## src/pkg/dufb_pkg.sv

```systemverilog
package dufb_pkg;
  // register byte offsets on the bus
  localparam logic [7:0] UNIT_EN_ADDR = 8'h00;
  localparam logic [7:0] CLOCK_MODE_ADDR = 8'h04;
  localparam logic [7:0] CRYSTAL_CTRL_ADDR = 8'h08;
  localparam logic [7:0] FAST_TRIM_ADDR = 8'h0C;
  localparam logic [7:0] STATUS_ADDR = 8'h10;
  localparam logic [7:0] PC_ADDR = 8'h14;
  // unit enable fields
  localparam int UNIT_EN_PRIMARY_BIT = 0;
  localparam int UNIT_EN_SECONDARY_BIT = 1;
  localparam logic [1:0] UNIT_EN_RESET = 2'h1;
  // clock mode fields
  localparam int CLOCK_MODE_FAST_EN_BIT = 4;
  localparam int CLOCK_MODE_SLOW_EN_BIT = 2;
  localparam int CLOCK_MODE_SEL_LSB = 0;
  localparam int CLOCK_MODE_DIV_LSB = 5;
  localparam logic [7:0] CLOCK_MODE_RESET = 8'h14;
  localparam logic [1:0] CLK_SEL_SLOW = 2'h0;
  localparam logic [1:0] CLK_SEL_FAST = 2'h1;
  localparam logic [1:0] CLK_SEL_CRYSTAL = 2'h2;
  // crystal control fields
  localparam int CRYSTAL_EN_BIT = 7;
  localparam logic [7:0] CRYSTAL_CTRL_RESET = 8'h00;
  localparam logic [7:0] FAST_TRIM_RESET = 8'h80;
  // status fields
  localparam int STATUS_BOOT_DONE_BIT = 0;
  localparam int STATUS_SINGLE_BIT = 1;
  localparam int STATUS_UNSUPPORTED_BIT = 2;
  localparam int STATUS_SLOT_BIT = 3;
  // program memory map
  localparam int PC_WIDTH = 12;
  localparam logic [11:0] PRIMARY_RESET_VECTOR = 12'h000;
  localparam logic [11:0] SECONDARY_RESET_VECTOR = 12'h001;
  localparam logic [11:0] IRQ_VECTOR = 12'h010;
  localparam logic [11:0] USER_LOW_FIRST = 12'h002;
  localparam logic [11:0] USER_LOW_LAST = 12'h00F;
  localparam logic [11:0] USER_HIGH_FIRST = 12'h011;
  localparam logic [11:0] USER_HIGH_LAST = 12'hFF7;
  localparam logic [11:0] SYSTEM_FIRST = 12'hFF8;
  // data memory
  localparam int DMEM_BYTES = 208;
  localparam logic [7:0] DMEM_LAST = 8'hCF;
  // boot wait in slow oscillator cycles
  localparam int BOOT_WAIT_SLOW_CYCLES = 1024;
  localparam logic [10:0] BOOT_WAIT_COUNT = 11'(BOOT_WAIT_SLOW_CYCLES);
  typedef enum logic [2:0] {
    DUFB_OP_PASS,
    DUFB_OP_ADD,
    DUFB_OP_SUB,
    DUFB_OP_AND,
    DUFB_OP_OR,
    DUFB_OP_XOR,
    DUFB_OP_BSET,
    DUFB_OP_BCLR
  } dufb_op_e;
endpackage

```

## src/verilog/dufb_sequencer.sv

```systemverilog
//Contract
//- single-unit mode keeps the secondary unit off; only the primary executes
//- wait and delay instructions are unsupported in single-unit mode
//- primary starts at address 0x0, secondary at 0x1 after reset
//- only the primary takes interrupts, vectoring to 0x10
//- program memory is 4Kx16; top eight words are system data
//- user code lives at 0x002-0x00F and 0x011-0xFF7
//- 0x001 is secondary start, or plain sequential primary code in single mode
//- outside the vectors any unit may run code at any address
//- wait 1024 slow oscillator cycles after power-on before the first fetch
//- system clock comes from the slow oscillator after boot
//- secondary unit disabled after reset; primary boot code runs alone
//- either unit reads or writes any data byte or bit in one cycle
//- any data byte can act as an 8-bit pointer reaching all 208 bytes
//- each unit has its own software-set stack pointer
//- one shared ALU; operands from instruction, accumulator or memory
//- crystal, fast and slow oscillators enabled independently by their bits
//- after boot both internal oscillators run, crystal is off
//- software picks the clock source and divider in the clock mode register
//- fast oscillator is trimmed by its calibration register
//- two-unit mode grants alternating exclusive cycles to the units
//- either unit can enable or disable either unit via the enable register
//- each unit has a 12-bit pc, incremented per owned cycle, replaced on jumps
`timescale 1ns/1ps
`default_nettype none
module dufb_sequencer (
  input wire logic clock, // 25 MHz system clock
  input wire logic reset, // async, active high
  input wire logic [7:0] paddr, // apb address
  input wire logic psel, // apb select
  input wire logic penable, // apb access phase
  input wire logic pwrite, // apb direction
  input wire logic [31:0] pwdata, // apb write data
  output logic [31:0] prdata, // apb read data
  output logic pready, // apb ready
  output logic pslverr, // apb error on unmapped offset
  input wire logic slow_osc_clk, // slow oscillator, asynchronous
  input wire logic single_unit_strap, // single-unit option, held at boot
  input wire logic irq_req, // interrupt request, level
  input wire logic branch_valid, // owner of this slot jumps
  input wire logic [11:0] branch_target, // jump destination
  input wire logic exec_valid, // datapath operation this cycle
  input wire logic exec_unit, // unit issuing the operation
  input wire logic [2:0] alu_op, // shared alu operation
  input wire logic src_mem, // operand b from memory, else immediate
  input wire logic dst_mem, // result to memory, else accumulator
  input wire logic [7:0] imm, // immediate operand
  input wire logic [7:0] mem_addr, // data address or pointer location
  input wire logic mem_indirect, // take address from the byte at mem_addr
  input wire logic [2:0] bit_idx, // bit for set and clear
  input wire logic sp_load, // load stack pointer from immediate
  input wire logic wait_delay_op, // wait or delay instruction issued
  output logic fetch_valid, // fetch request this cycle
  output logic [11:0] fetch_addr, // program word address
  output logic fetch_unit, // 0 primary, 1 secondary
  output logic irq_taken, // interrupt vectored, one cycle
  output logic [7:0] mem_rdata, // memory byte read by last operation
  output logic [7:0] acc_primary, // primary accumulator
  output logic [7:0] acc_secondary, // secondary accumulator
  output logic [7:0] sp_primary, // primary stack pointer
  output logic [7:0] sp_secondary, // secondary stack pointer
  output logic crystal_osc_en, // crystal oscillator enable
  output logic fast_osc_en, // fast internal oscillator enable
  output logic slow_osc_en, // slow internal oscillator enable
  output logic [1:0] sysclk_sel, // system clock source
  output logic [2:0] sysclk_div, // system clock divider code
  output logic [7:0] fast_trim, // fast oscillator trim
  output logic boot_done // boot wait finished
);
  logic [2:0] slow_sync;
  logic slow_level;
  logic [10:0] boot_count;
  logic single_mode;
  logic [1:0] unit_en;
  logic [7:0] clock_mode;
  logic [7:0] crystal_ctrl;
  logic unsupported;
  logic slot;
  logic [11:0] pc [0:1];
  localparam int DMEM_SIZE = dufb_pkg::DMEM_BYTES;
  logic [7:0] dmem [0:DMEM_SIZE-1];
  logic wr_access;
  logic rd_setup;
  logic mapped;
  logic [31:0] next_rdata;
  logic owner_en;
  logic take_irq;
  logic [11:0] next_fetch;
  logic unit_live;
  logic [7:0] eff_addr;
  logic eff_ok;
  logic [7:0] mem_byte;
  logic [7:0] operand;
  logic [7:0] acc_sel;
  logic [7:0] alu_result;

  // slow oscillator edges: a change counts once stages two and three agree
  always_ff @(posedge clock or posedge reset)
  begin
    if (reset)
    begin
      slow_sync <= 3'h0;
      slow_level <= 1'b0;
    end
    else
    begin
      slow_sync <= {slow_sync[1:0], slow_osc_clk};
      if (slow_sync[1] == slow_sync[2])
        slow_level <= slow_sync[2];
    end
  end

  // power-on wait before any fetch
  always_ff @(posedge clock or posedge reset)
  begin
    if (reset)
    begin
      boot_count <= 11'h000;
      boot_done <= 1'b0;
    end
    else if (!boot_done && slow_sync[1] == slow_sync[2] && slow_sync[2] && !slow_level)
    begin
      boot_count <= boot_count + 11'h001;
      if (boot_count + 11'h001 == dufb_pkg::BOOT_WAIT_COUNT)
        boot_done <= 1'b1;
    end
  end

  // option strap follows the pin until boot ends, then is frozen
  always_ff @(posedge clock or posedge reset)
  begin
    if (reset)
      single_mode <= 1'b0;
    else if (!boot_done)
      single_mode <= single_unit_strap;
  end

  // apb slave, zero wait states: answer prepared in the setup cycle
  assign wr_access = psel && penable && pready && pwrite;
  assign rd_setup = psel && !penable;
  always_comb
  begin
    mapped = 1'b1;
    next_rdata = 32'h0000_0000;
    case (paddr)
      dufb_pkg::UNIT_EN_ADDR: next_rdata = {30'h0, unit_en};
      dufb_pkg::CLOCK_MODE_ADDR: next_rdata = {24'h0, clock_mode};
      dufb_pkg::CRYSTAL_CTRL_ADDR: next_rdata = {24'h0, crystal_ctrl};
      dufb_pkg::FAST_TRIM_ADDR: next_rdata = {24'h0, fast_trim};
      dufb_pkg::STATUS_ADDR: next_rdata = {28'h0, slot, unsupported, single_mode, boot_done};
      dufb_pkg::PC_ADDR: next_rdata = {4'h0, pc[1], 4'h0, pc[0]};
      default: mapped = 1'b0;
    endcase
  end

  always_ff @(posedge clock or posedge reset)
  begin
    if (reset)
    begin
      pready <= 1'b0;
      pslverr <= 1'b0;
      prdata <= 32'h0000_0000;
    end
    else
    begin
      pready <= rd_setup;
      pslverr <= rd_setup && !mapped;
      if (rd_setup && !pwrite)
        prdata <= next_rdata;
    end
  end

  // software registers; the unit enable is open to code on either unit
  always_ff @(posedge clock or posedge reset)
  begin
    if (reset)
    begin
      unit_en <= dufb_pkg::UNIT_EN_RESET;
      clock_mode <= dufb_pkg::CLOCK_MODE_RESET;
      crystal_ctrl <= dufb_pkg::CRYSTAL_CTRL_RESET;
      fast_trim <= dufb_pkg::FAST_TRIM_RESET;
    end
    else if (wr_access)
    begin
      case (paddr)
        dufb_pkg::UNIT_EN_ADDR: unit_en <= pwdata[1:0];
        dufb_pkg::CLOCK_MODE_ADDR: clock_mode <= pwdata[7:0];
        dufb_pkg::CRYSTAL_CTRL_ADDR: crystal_ctrl <= pwdata[7:0];
        dufb_pkg::FAST_TRIM_ADDR: fast_trim <= pwdata[7:0];
        default: ;
      endcase
    end
  end

  // oscillator enables, each from its own bit; clock select and divider from their clock mode fields
  always_ff @(posedge clock or posedge reset)
  begin
    if (reset)
    begin
      crystal_osc_en <= 1'b0;
      fast_osc_en <= 1'b1;
      slow_osc_en <= 1'b1;
      sysclk_sel <= dufb_pkg::CLK_SEL_SLOW;
      sysclk_div <= 3'h0;
    end
    else
    begin
      crystal_osc_en <= crystal_ctrl[dufb_pkg::CRYSTAL_EN_BIT];
      fast_osc_en <= clock_mode[dufb_pkg::CLOCK_MODE_FAST_EN_BIT];
      slow_osc_en <= clock_mode[dufb_pkg::CLOCK_MODE_SLOW_EN_BIT];
      sysclk_sel <= clock_mode[dufb_pkg::CLOCK_MODE_SEL_LSB +: 2];
      sysclk_div <= clock_mode[dufb_pkg::CLOCK_MODE_DIV_LSB +: 3];
    end
  end

  // task switch: slot alternates in two-unit mode, sticks to primary otherwise
  always_ff @(posedge clock or posedge reset)
  begin
    if (reset)
      slot <= 1'b0;
    else if (boot_done)
      slot <= single_mode ? 1'b0 : !slot;
  end

  assign owner_en = slot ? (unit_en[dufb_pkg::UNIT_EN_SECONDARY_BIT] && !single_mode)
                         : unit_en[dufb_pkg::UNIT_EN_PRIMARY_BIT];
  assign take_irq = irq_req && !slot && owner_en;
  // no region check: any unit may fetch anywhere past the vectors
  assign next_fetch = take_irq ? dufb_pkg::IRQ_VECTOR : (branch_valid ? branch_target : pc[slot]);

  // program counters; a disabled owner's slot changes nothing
  always_ff @(posedge clock or posedge reset)
  begin
    if (reset)
    begin
      pc[0] <= dufb_pkg::PRIMARY_RESET_VECTOR;
      pc[1] <= dufb_pkg::SECONDARY_RESET_VECTOR;
      fetch_valid <= 1'b0;
      fetch_addr <= 12'h000;
      fetch_unit <= 1'b0;
      irq_taken <= 1'b0;
    end
    else
    begin
      fetch_valid <= boot_done && owner_en;
      irq_taken <= boot_done && take_irq;
      if (boot_done && owner_en)
      begin
        fetch_addr <= next_fetch;
        fetch_unit <= slot;
        pc[slot] <= next_fetch + 12'h001;
      end
    end
  end

  // unsupported wait or delay in single-unit mode; set wins over clear
  always_ff @(posedge clock or posedge reset)
  begin
    if (reset)
      unsupported <= 1'b0;
    else if (exec_valid && wait_delay_op && single_mode)
      unsupported <= 1'b1;
    else if (wr_access && paddr == dufb_pkg::STATUS_ADDR && pwdata[dufb_pkg::STATUS_UNSUPPORTED_BIT])
      unsupported <= 1'b0;
  end

  // shared datapath: one operation per cycle from whichever unit issues it
  assign unit_live = exec_valid && !wait_delay_op && boot_done
                     && (exec_unit ? (unit_en[1] && !single_mode) : unit_en[0]);
  assign eff_addr = mem_indirect ? dmem[mem_addr] : mem_addr;
  assign eff_ok = eff_addr <= dufb_pkg::DMEM_LAST;
  assign mem_byte = eff_ok ? dmem[eff_addr] : 8'h00;
  assign operand = src_mem ? mem_byte : imm;
  assign acc_sel = exec_unit ? acc_secondary : acc_primary;

  always_comb
  begin
    case (alu_op)
      dufb_pkg::DUFB_OP_PASS: alu_result = operand;
      dufb_pkg::DUFB_OP_ADD: alu_result = acc_sel + operand;
      dufb_pkg::DUFB_OP_SUB: alu_result = acc_sel - operand;
      dufb_pkg::DUFB_OP_AND: alu_result = acc_sel & operand;
      dufb_pkg::DUFB_OP_OR: alu_result = acc_sel | operand;
      dufb_pkg::DUFB_OP_XOR: alu_result = acc_sel ^ operand;
      dufb_pkg::DUFB_OP_BSET: alu_result = mem_byte | (8'h01 << bit_idx);
      dufb_pkg::DUFB_OP_BCLR: alu_result = mem_byte & ~(8'h01 << bit_idx);
      default: alu_result = operand;
    endcase
  end

  // memory has no reset; contents are undefined until software writes
  always_ff @(posedge clock)
  begin
    if (unit_live && dst_mem && eff_ok)
      dmem[eff_addr] <= alu_result;
  end

  always_ff @(posedge clock or posedge reset)
  begin
    if (reset)
    begin
      acc_primary <= 8'h00;
      acc_secondary <= 8'h00;
      mem_rdata <= 8'h00;
    end
    else if (unit_live)
    begin
      mem_rdata <= mem_byte;
      if (!dst_mem && !exec_unit)
        acc_primary <= alu_result;
      if (!dst_mem && exec_unit)
        acc_secondary <= alu_result;
    end
  end

  // stack location per unit, moved freely by software
  always_ff @(posedge clock or posedge reset)
  begin
    if (reset)
    begin
      sp_primary <= 8'h00;
      sp_secondary <= 8'h00;
    end
    else if (unit_live && sp_load)
    begin
      if (exec_unit)
        sp_secondary <= imm;
      else
        sp_primary <= imm;
    end
  end

  property p_single_no_secondary;
    @(posedge clock) disable iff (reset)
    single_mode && fetch_valid |-> !fetch_unit;
  endproperty
  a_single_no_secondary: assert property (p_single_no_secondary) else $error("secondary fetched in single mode");

  property p_unsupported_flag;
    @(posedge clock) disable iff (reset)
    exec_valid && wait_delay_op && single_mode |=> unsupported && $stable(acc_primary);
  endproperty
  a_unsupported_flag: assert property (p_unsupported_flag) else $error("wait or delay not flagged");

  property p_first_fetch;
    @(posedge clock) disable iff (reset)
    $rose(boot_done) && unit_en[0] && !irq_req && !branch_valid |=> fetch_valid && fetch_addr == 12'h000 && !fetch_unit;
  endproperty
  a_first_fetch: assert property (p_first_fetch) else $error("first fetch not at primary vector");

  property p_irq_vector;
    @(posedge clock) disable iff (reset)
    irq_taken |-> fetch_valid && !fetch_unit && fetch_addr == 12'h010;
  endproperty
  a_irq_vector: assert property (p_irq_vector) else $error("interrupt not vectored to primary");

  property p_boot_wait;
    @(posedge clock) disable iff (reset)
    !boot_done |=> !fetch_valid || $past(boot_done);
  endproperty
  a_boot_wait: assert property (p_boot_wait) else $error("fetch before boot wait ends");

  property p_alternate;
    @(posedge clock) disable iff (reset)
    fetch_valid && fetch_unit |=> !(fetch_valid && fetch_unit) ##1 !(fetch_valid && !fetch_unit) || fetch_unit;
  endproperty
  a_alternate: assert property (p_alternate) else $error("slots not alternating");

  property p_pc_advance;
    @(posedge clock) disable iff (reset)
    fetch_valid |-> pc[fetch_unit] == fetch_addr + 12'h001;
  endproperty
  a_pc_advance: assert property (p_pc_advance) else $error("pc not one past the fetch");

  property p_single_every;
    @(posedge clock) disable iff (reset)
    single_mode && boot_done && unit_en[0] |=> fetch_valid && !fetch_unit;
  endproperty
  a_single_every: assert property (p_single_every) else $error("primary missed a cycle");

  property p_disabled_slot;
    @(posedge clock) disable iff (reset)
    boot_done && slot && !owner_en |=> !fetch_valid && $stable(pc[1]);
  endproperty
  a_disabled_slot: assert property (p_disabled_slot) else $error("disabled slot changed state");
endmodule
`default_nettype wire

```

## config.mk

```make
export PLATFORM = sky130hd
export DESIGN_NAME = dufb_sequencer
export DESIGN_NICKNAME = d
export VERILOG_FILES = /design/src/pkg/dufb_pkg.sv /design/src/verilog/dufb_sequencer.sv
export SDC_FILE = /design/constraint.sdc
export NUM_CORES = 2
export LEC_CHECK = 0
export BUFFER_PORTS_ARGS = -buffer_cell sky130_fd_sc_hd__buf_2
export CELL_PAD_IN_SITES_DETAIL_PLACEMENT = 0
export CELL_PAD_IN_SITES_GLOBAL_PLACEMENT = 1
export CORE_MARGIN = 2
export CORE_UTILIZATION = 30
export DETAILED_ROUTE_END_ITERATION = 10
export GPL_ROUTABILITY_DRIVEN = 0
export PLACE_DENSITY = 0.61
export SETUP_SLACK_MARGIN = 0.3
export SLEW_MARGIN = 20
export SYNTH_ARGS = -nofsm -noshare
export SYNTH_HDL_FRONTEND = slang
export SYNTH_SLANG_ARGS = --single-unit
```

## constraint.sdc

```tcl
create_clock -name clock -period 40.8 [get_ports clock]
set_input_delay 8.16 -clock clock [delete_from_list [all_inputs] [get_ports clock]]
set_output_delay 8.16 -clock clock [all_outputs]
set_load 0.005 [all_outputs]
```

# Word level (Yosys, flattened, before mapping)
# Memories as Yosys holds them, arrays and structs flattened.
# Index checks and enable logic that the tools add are counted.
[op_classes] n_mux=22 reduce_logical=50 shifts=1 eq_ne=14 bitwise=8 order_cmp=3 add_sub_neg=4
[op_table] operator="28-bit one-hot mux with 6 select lines" n=1
[op_table] operator="12-bit two-way mux" n=6
[op_table] operator="8-bit one-hot mux with 8 select lines" n=1
[op_table] operator="8-bit two-way mux" n=4
[op_table] operator="1-bit logical AND" n=27
[op_table] operator="24-bit bitwise mux" n=1
[op_table] operator="2-bit AND reduction" n=9
[op_table] operator="8-bit bitwise AND" n=2
[op_table] operator="8-bit by 4-bit equality test with 1-bit output (second input constant)" n=2
[op_table] operator="8-bit by 5-bit equality test with 1-bit output (second input constant)" n=2
[op_table] operator="8-bit bitwise OR" n=2
[op_table] operator="12-bit by 1-bit adder with 12-bit output (second input constant)" n=1
[op_table] operator="12-bit demux with 1-bit select" n=1
[op_table] operator="3-bit equality test (second input constant)" n=4
[op_table] operator="11-bit by 1-bit adder with 11-bit output (second input constant)" n=1
[op_table] operator="11-bit equality test (second input constant)" n=1
[op_table] operator="1-bit logical NOT" n=10
[op_table] operator="8-bit adder" n=1
[op_table] operator="8-bit by 3-bit equality test with 1-bit output (second input constant)" n=1
[op_table] operator="8-bit <= comparator (second input constant)" n=1
[op_table] operator="8-bit logical NOT" n=1
[op_table] operator="1-bit two-way mux" n=8
[op_table] operator="8-bit inverter" n=1
[op_table] operator="1-bit by 3-bit << shifter with 8-bit output (first input constant)" n=1
[op_table] operator="12 further kinds" n=13
[totals] word_cells=133 out_inout_bits=106 input_bits=90 memories=1 reg_bits=166 ram_bits=1664
[memory_table] name="dmem" words=208 word_bits=8 rd=2 rd_clocked_by_memory_dff=0 write_ports=1 line_no="dufb_sequencer.sv:81" rtl="logic [7:0] dmem [0:DMEM_SIZE-1];"

# Depth between registers and ports, before layout
[depth] ltp_word=8 ltp_mapped=42

# Worst setup path after synthesis
# Ideal clock, no wire load.
[synth_path] path_kind="input -> register" from="in mem_addr[0]" to="mem dmem[0][4], data pin" path_stages=27 t_arrival_ns=20.134 required_ns=39.402 setup_ns=1.398 path_slack_ns=19.267 cell_sequence="buf_6 > buf_6 > buf_6 > buf_6 > buf_6 > mux4_2 > mux4_2 > nand3_1 > o211ai_2 > o31a_4 > buf_8 > o211ai_1 > a311oi_1 > or4_1 > a2111o_1 > or4_1 > nor3_2 > mux2_2 > inv_1 > ha_1 > mux2i_1 > fa_1 > a21o_1 > a21o_1 > xnor2_1 > o21ai_0 > a2bb2oi_1"
[synth_via] elab_chain_cells=7 elab_cells_between_ends=13
[synth_lines] item="from (decl)" line_no="dufb_sequencer.sv:48" rtl="input wire logic [7:0] mem_addr,"
[synth_lines] item="memory read 208 x 8 bit"
[synth_lines] item="8-bit two-way mux *" line_no="dufb_sequencer.sv:270" rtl="assign eff_addr = mem_indirect ? dmem[mem_addr] : mem_addr;"
[synth_lines] item="memory read 208 x 8 bit / 8-bit <= comparator (equally long branches)"
[synth_lines] item="8-bit two-way mux *" line_no="dufb_sequencer.sv:272" rtl="assign mem_byte = eff_ok ? dmem[eff_addr] : 8'h00;"
[synth_lines] item="8-bit two-way mux" line_no="dufb_sequencer.sv:273" rtl="assign operand = src_mem ? mem_byte : imm;"
[synth_lines] item="8-bit subtractor (tied with other cells)" line_no="dufb_sequencer.sv:281" rtl="dufb_pkg::DUFB_OP_SUB: alu_result = acc_sel - operand;"
[synth_lines] item="8-bit one-hot mux with 8 select lines *" line_no="dufb_sequencer.sv:278" rtl="case (alu_op)"
[synth_lines] item="net alu_result[4]" line_no="dufb_sequencer.sv:95" rtl="logic [7:0] alu_result;"
[synth_lines] item="to (decl)" line_no="dufb_sequencer.sv:81"
# Mark *: on every way through the listed nets, which the timed path passes. The rest lies on a longest branch.

# Worst setup path after layout
[layout_path] from="in mem_addr[0]" to="mem dmem[151][7], data pin"
# The elaborated chain is that of the path after synthesis.

==> impl_metrics.env <==
export IMPL_status="complete, no violations"
export IMPL_reg2reg_depth=34
export IMPL_cpMaxStageDelayCell="o31a_2"
export IMPL_min_path_cells=0
export IMPL_vias=65170
export IMPL_cts_tree="done"
export IMPL_firstDrtPassIters=10
export IMPL_nFillCells=28590
export IMPL_crit_fanout=86
export IMPL_slowest_delay_ns=0.90
export IMPL_tightest_slew_ns=1.355
export IMPL_root_buffer="clkbuf_16"
export IMPL_synth_flop_cell="edfxtp_1"
export IMPL_start_kind="input pin"
export IMPL_switching_share=0.3028
export IMPL_grt_usage=0.2501
export IMPL_clock_latency_ns=0.89
export IMPL_clock_path_buffers=3
export IMPL_crit_path_frequent_cell="buf_4"
export IMPL_area_growth_pct=13.00
export IMPL_num_io_pins=196
export IMPL_clock_power_share=0.371
export IMPL_dpl_cell_area_um2=93910
export IMPL_seq_area_frac_synth=0.6068
export IMPL_synth_area_leader_cell="edfxtp_1"
export IMPL_finalCriticalPeriod_ns=23.10
export IMPL_clock_sinks=1822
export IMPL_initial_core_util=0.3020
export IMPL_finalMaxSlewViolations=0
export IMPL_setup_violations=0
export IMPL_rows=199
export IMPL_finalNetCount=6636
export IMPL_grt_pass1_vias=61690
export IMPL_async_reset_ff_frac=0.08672
export IMPL_syn_area_per_cell_um2=13.83
export IMPL_max_cap_violations=0
export IMPL_drt_total_wl_um=387800
export IMPL_ant_nets=0
export IMPL_post_cts_buffers=0
export IMPL_fin_util=0.3413
export IMPL_min_path_type="reg2reg"
export IMPL_overflow=0
export IMPL_drive_above_1_share=0.1975
export IMPL_finalClockSkew_ns=0.07312
export IMPL_setup_tns_ns=0
export IMPL_final_hold_viol_count=0
export IMPL_power_w=0.004813
export IMPL_max_freq_mhz=43.28
export IMPL_grt_pass1_wl_um=523200
export IMPL_detail_route_iter0_violations=9704
export IMPL_post_route_period_util=0.5663
export IMPL_stdcell_area_um2=100400
export IMPL_holdBufCountCts=0
export IMPL_hpwlAfterDp_um=253800
export IMPL_irDropWorstVdd_v=0.00004641
export IMPL_p_int_w=0.003355
export IMPL_drc=0
export IMPL_synth_area_leaders="edfxtp_1 (56%), mux4_2 (10%), mux2i_1 (4.8%), nand2_1 (4.3%), dfrtp_1 (4.3%)"
export IMPL_crit_type="in2reg"
export IMPL_antenna_found_initial=39
export IMPL_grt_max_degree=209
export IMPL_worstPathArrival_ns=23.64
export IMPL_worstSetupEndpointType="flip-flop"
export IMPL_ys_warn_count=0
export IMPL_wl_per_cell_um=36.51
export IMPL_syn_inst=6428
export IMPL_avgViaCountPerCell=6.135
export IMPL_p_comb_frac=0.178
export IMPL_cts_buffers=197
export IMPL_syn_area_um2=88880
export IMPL_synth_edff_count=1664
export IMPL_power_density_nw_per_um2=47.92
export IMPL_rsz0062_at_grt="false"
export IMPL_htree_num_levels=4
export IMPL_core_area_um2=294300
export IMPL_ys_seq_elements=1822
export IMPL_p_sw_w=0.001457
export IMPL_p_seq_frac=0.452
export IMPL_synth_top_area_frac=0.5622
export IMPL_p_leak_nw=34.02
export IMPL_clk_pin_slew_worst_paths_ns=0.06
export IMPL_ys_types=106
export IMPL_die_height_um=548.3
export IMPL_die_x_um=548.3
export IMPL_post_cts_resized=0
export IMPL_die_area_um2=300600
export IMPL_fin_hold_ws_ns=0.3510
export IMPL_cp_data_required_time_ns=41.34
export IMPL_relSlewSlack=0.09225
export IMPL_portBuffers=163
[cell type report]
type	instances	area, um2	area share
repair buffers	405	2830	0.02818
multi-input cells	4045	32200	0.3206
clock buffers	240	5155	0.05133
flip-flops and latches	1822	53930	0.5370
diodes	25	62.56	0.0006229
clock inverters	120	1151	0.01146
inverters	47	198.9	0.001981
well taps	3919	4903	0.04882
[layout by cell type (no fill, tap or decap), drive strengths merged, types with 25 or more instances in the layout]
cell type and n:
mux2i 422, mux4 410, clkbuf 241, a211oi 70
nand4 36, a31oi 51, dfrtp 151, a221oi 29
edfxtp 1664, a22oi 154, nand2 1026, xnor2 25
o22ai 51, a32oi 96, o21ai 117, mux2 94
a21oi 278, ha 27, nand3 208, nor4 46
clkinv 96, diode 25, nor3 79, inv 50
nor2b 34, a22o 28, and3 25, buf 404
nor2 322, o311a 46
[worst paths after layout]
path | to | slack [ns] | from
max | dmem[151][7] | 17.70 | mem_addr[0]
min | slow_sync[1] | 0.35 | slow_sync[0]
max reg2reg | dmem[151][7] | 26.67 | dmem[143][1]
min reg2reg | slow_sync[1] | 0.35 | slow_sync[0]
max in group asynchronous | pc[19] | 32.00 | reset
min in group asynchronous | acc_secondary[2] | 7.50 | reset
[cells in the mapped netlist (all sizes together), types with 10 or more instances]
master	number
or4	17
nand4	36
o211ai	20
dfrtp	151
mux2i	422
o31ai	12
and3	25
a21oi	278
clkbuf	172
nor2	322
a31oi	51
o22ai	51
a32oi	96
a211oi	70
inv	45
a41oi	15
o21ai	117
a311oi	19
nor2b	34
buf	349
a21o	21
and2	20
mux2	94
edfxtp	1664
o22a	11
a22o	28
nor4	46
ha	27
o32ai	10
or3	17
o311ai	18
a221oi	29
mux4	410
a2111oi	22
o311a	46
nand3	208
nand2	1026
a22oi	154
xnor2	25
nand2b	12
nor3	79
a32o	11
o41ai	16
[power groups by stage]
stage | Sequential [W] | Clock [W] | Combinational [W]
finish | 0.00218 | 0.00178 | 0.000854
detailed placement | 0.00221 | 0 | 0.000812
floorplan | 0.00224 | 0 | 0.000433
global placement | 0.00221 | 0 | 0.000802
CTS | 0.00217 | 0.00179 | 0.000813
global route | 0.00217 | 0.00187 | 0.000862
[per-stage QoR]
| step | instances | setup WS [ns] |
|---|---|---|
| 2_1_floorplan | 6435 | 19.27 |
| 3_3_place_gp | 10230 | 17.46 |
| 3_5_place_dp | 10240 | 17.36 |
| 4_1_cts | 10600 | 18.27 |
| 5_1_grt | 10600 | 17.49 |
| 6_report | 10620 | 17.70 |
[per-layer routing]
layer  track usage  vias up  routed length, um
met2        0.3687     4819             167700
met5       0.01060        -                706
met1        0.3098    33530             141900
met3       0.09045     1207              48680
li1              -    25580                  -
met4        0.1573       30              28840
[worst max-delay path, delay by kind of cell]
kind / cells / cell delay [ns]
fa+ha+maj: 2 / 0.63
simple gates: 7 / 2.00
buf+inv: 11 / 6.16
xor+xnor: 2 / 0.33
mux: 5 / 1.52
compound gates: 11 / 4.26
[logic make-up after synthesis]
logic type      count (synthesis)  synth area share
simple gates                 1868           0.09076
flops                        1822            0.6068
compound gates               1181           0.09522
mux                           926            0.1634
buf+inv                       568           0.03638
xor+xnor                       33          0.003252
fa+ha+maj                      29          0.004139
other cells                     1        0.00004219
[sequential cells by signal, summed over array words and instances (netlist names), 3 cells and up]
signal and flops:
acc_primary 8, acc_secondary 8, boot_count 11, clock_mode 8
crystal_ctrl 8, dmem 1664, fast_trim 8, fetch_addr 12
mem_rdata 8, pc 24, prdata 24, slow_sync 3
sp_primary 8, sp_secondary 8, sysclk_div 3
No activity file was read; power rests on OpenSTA's default activity.
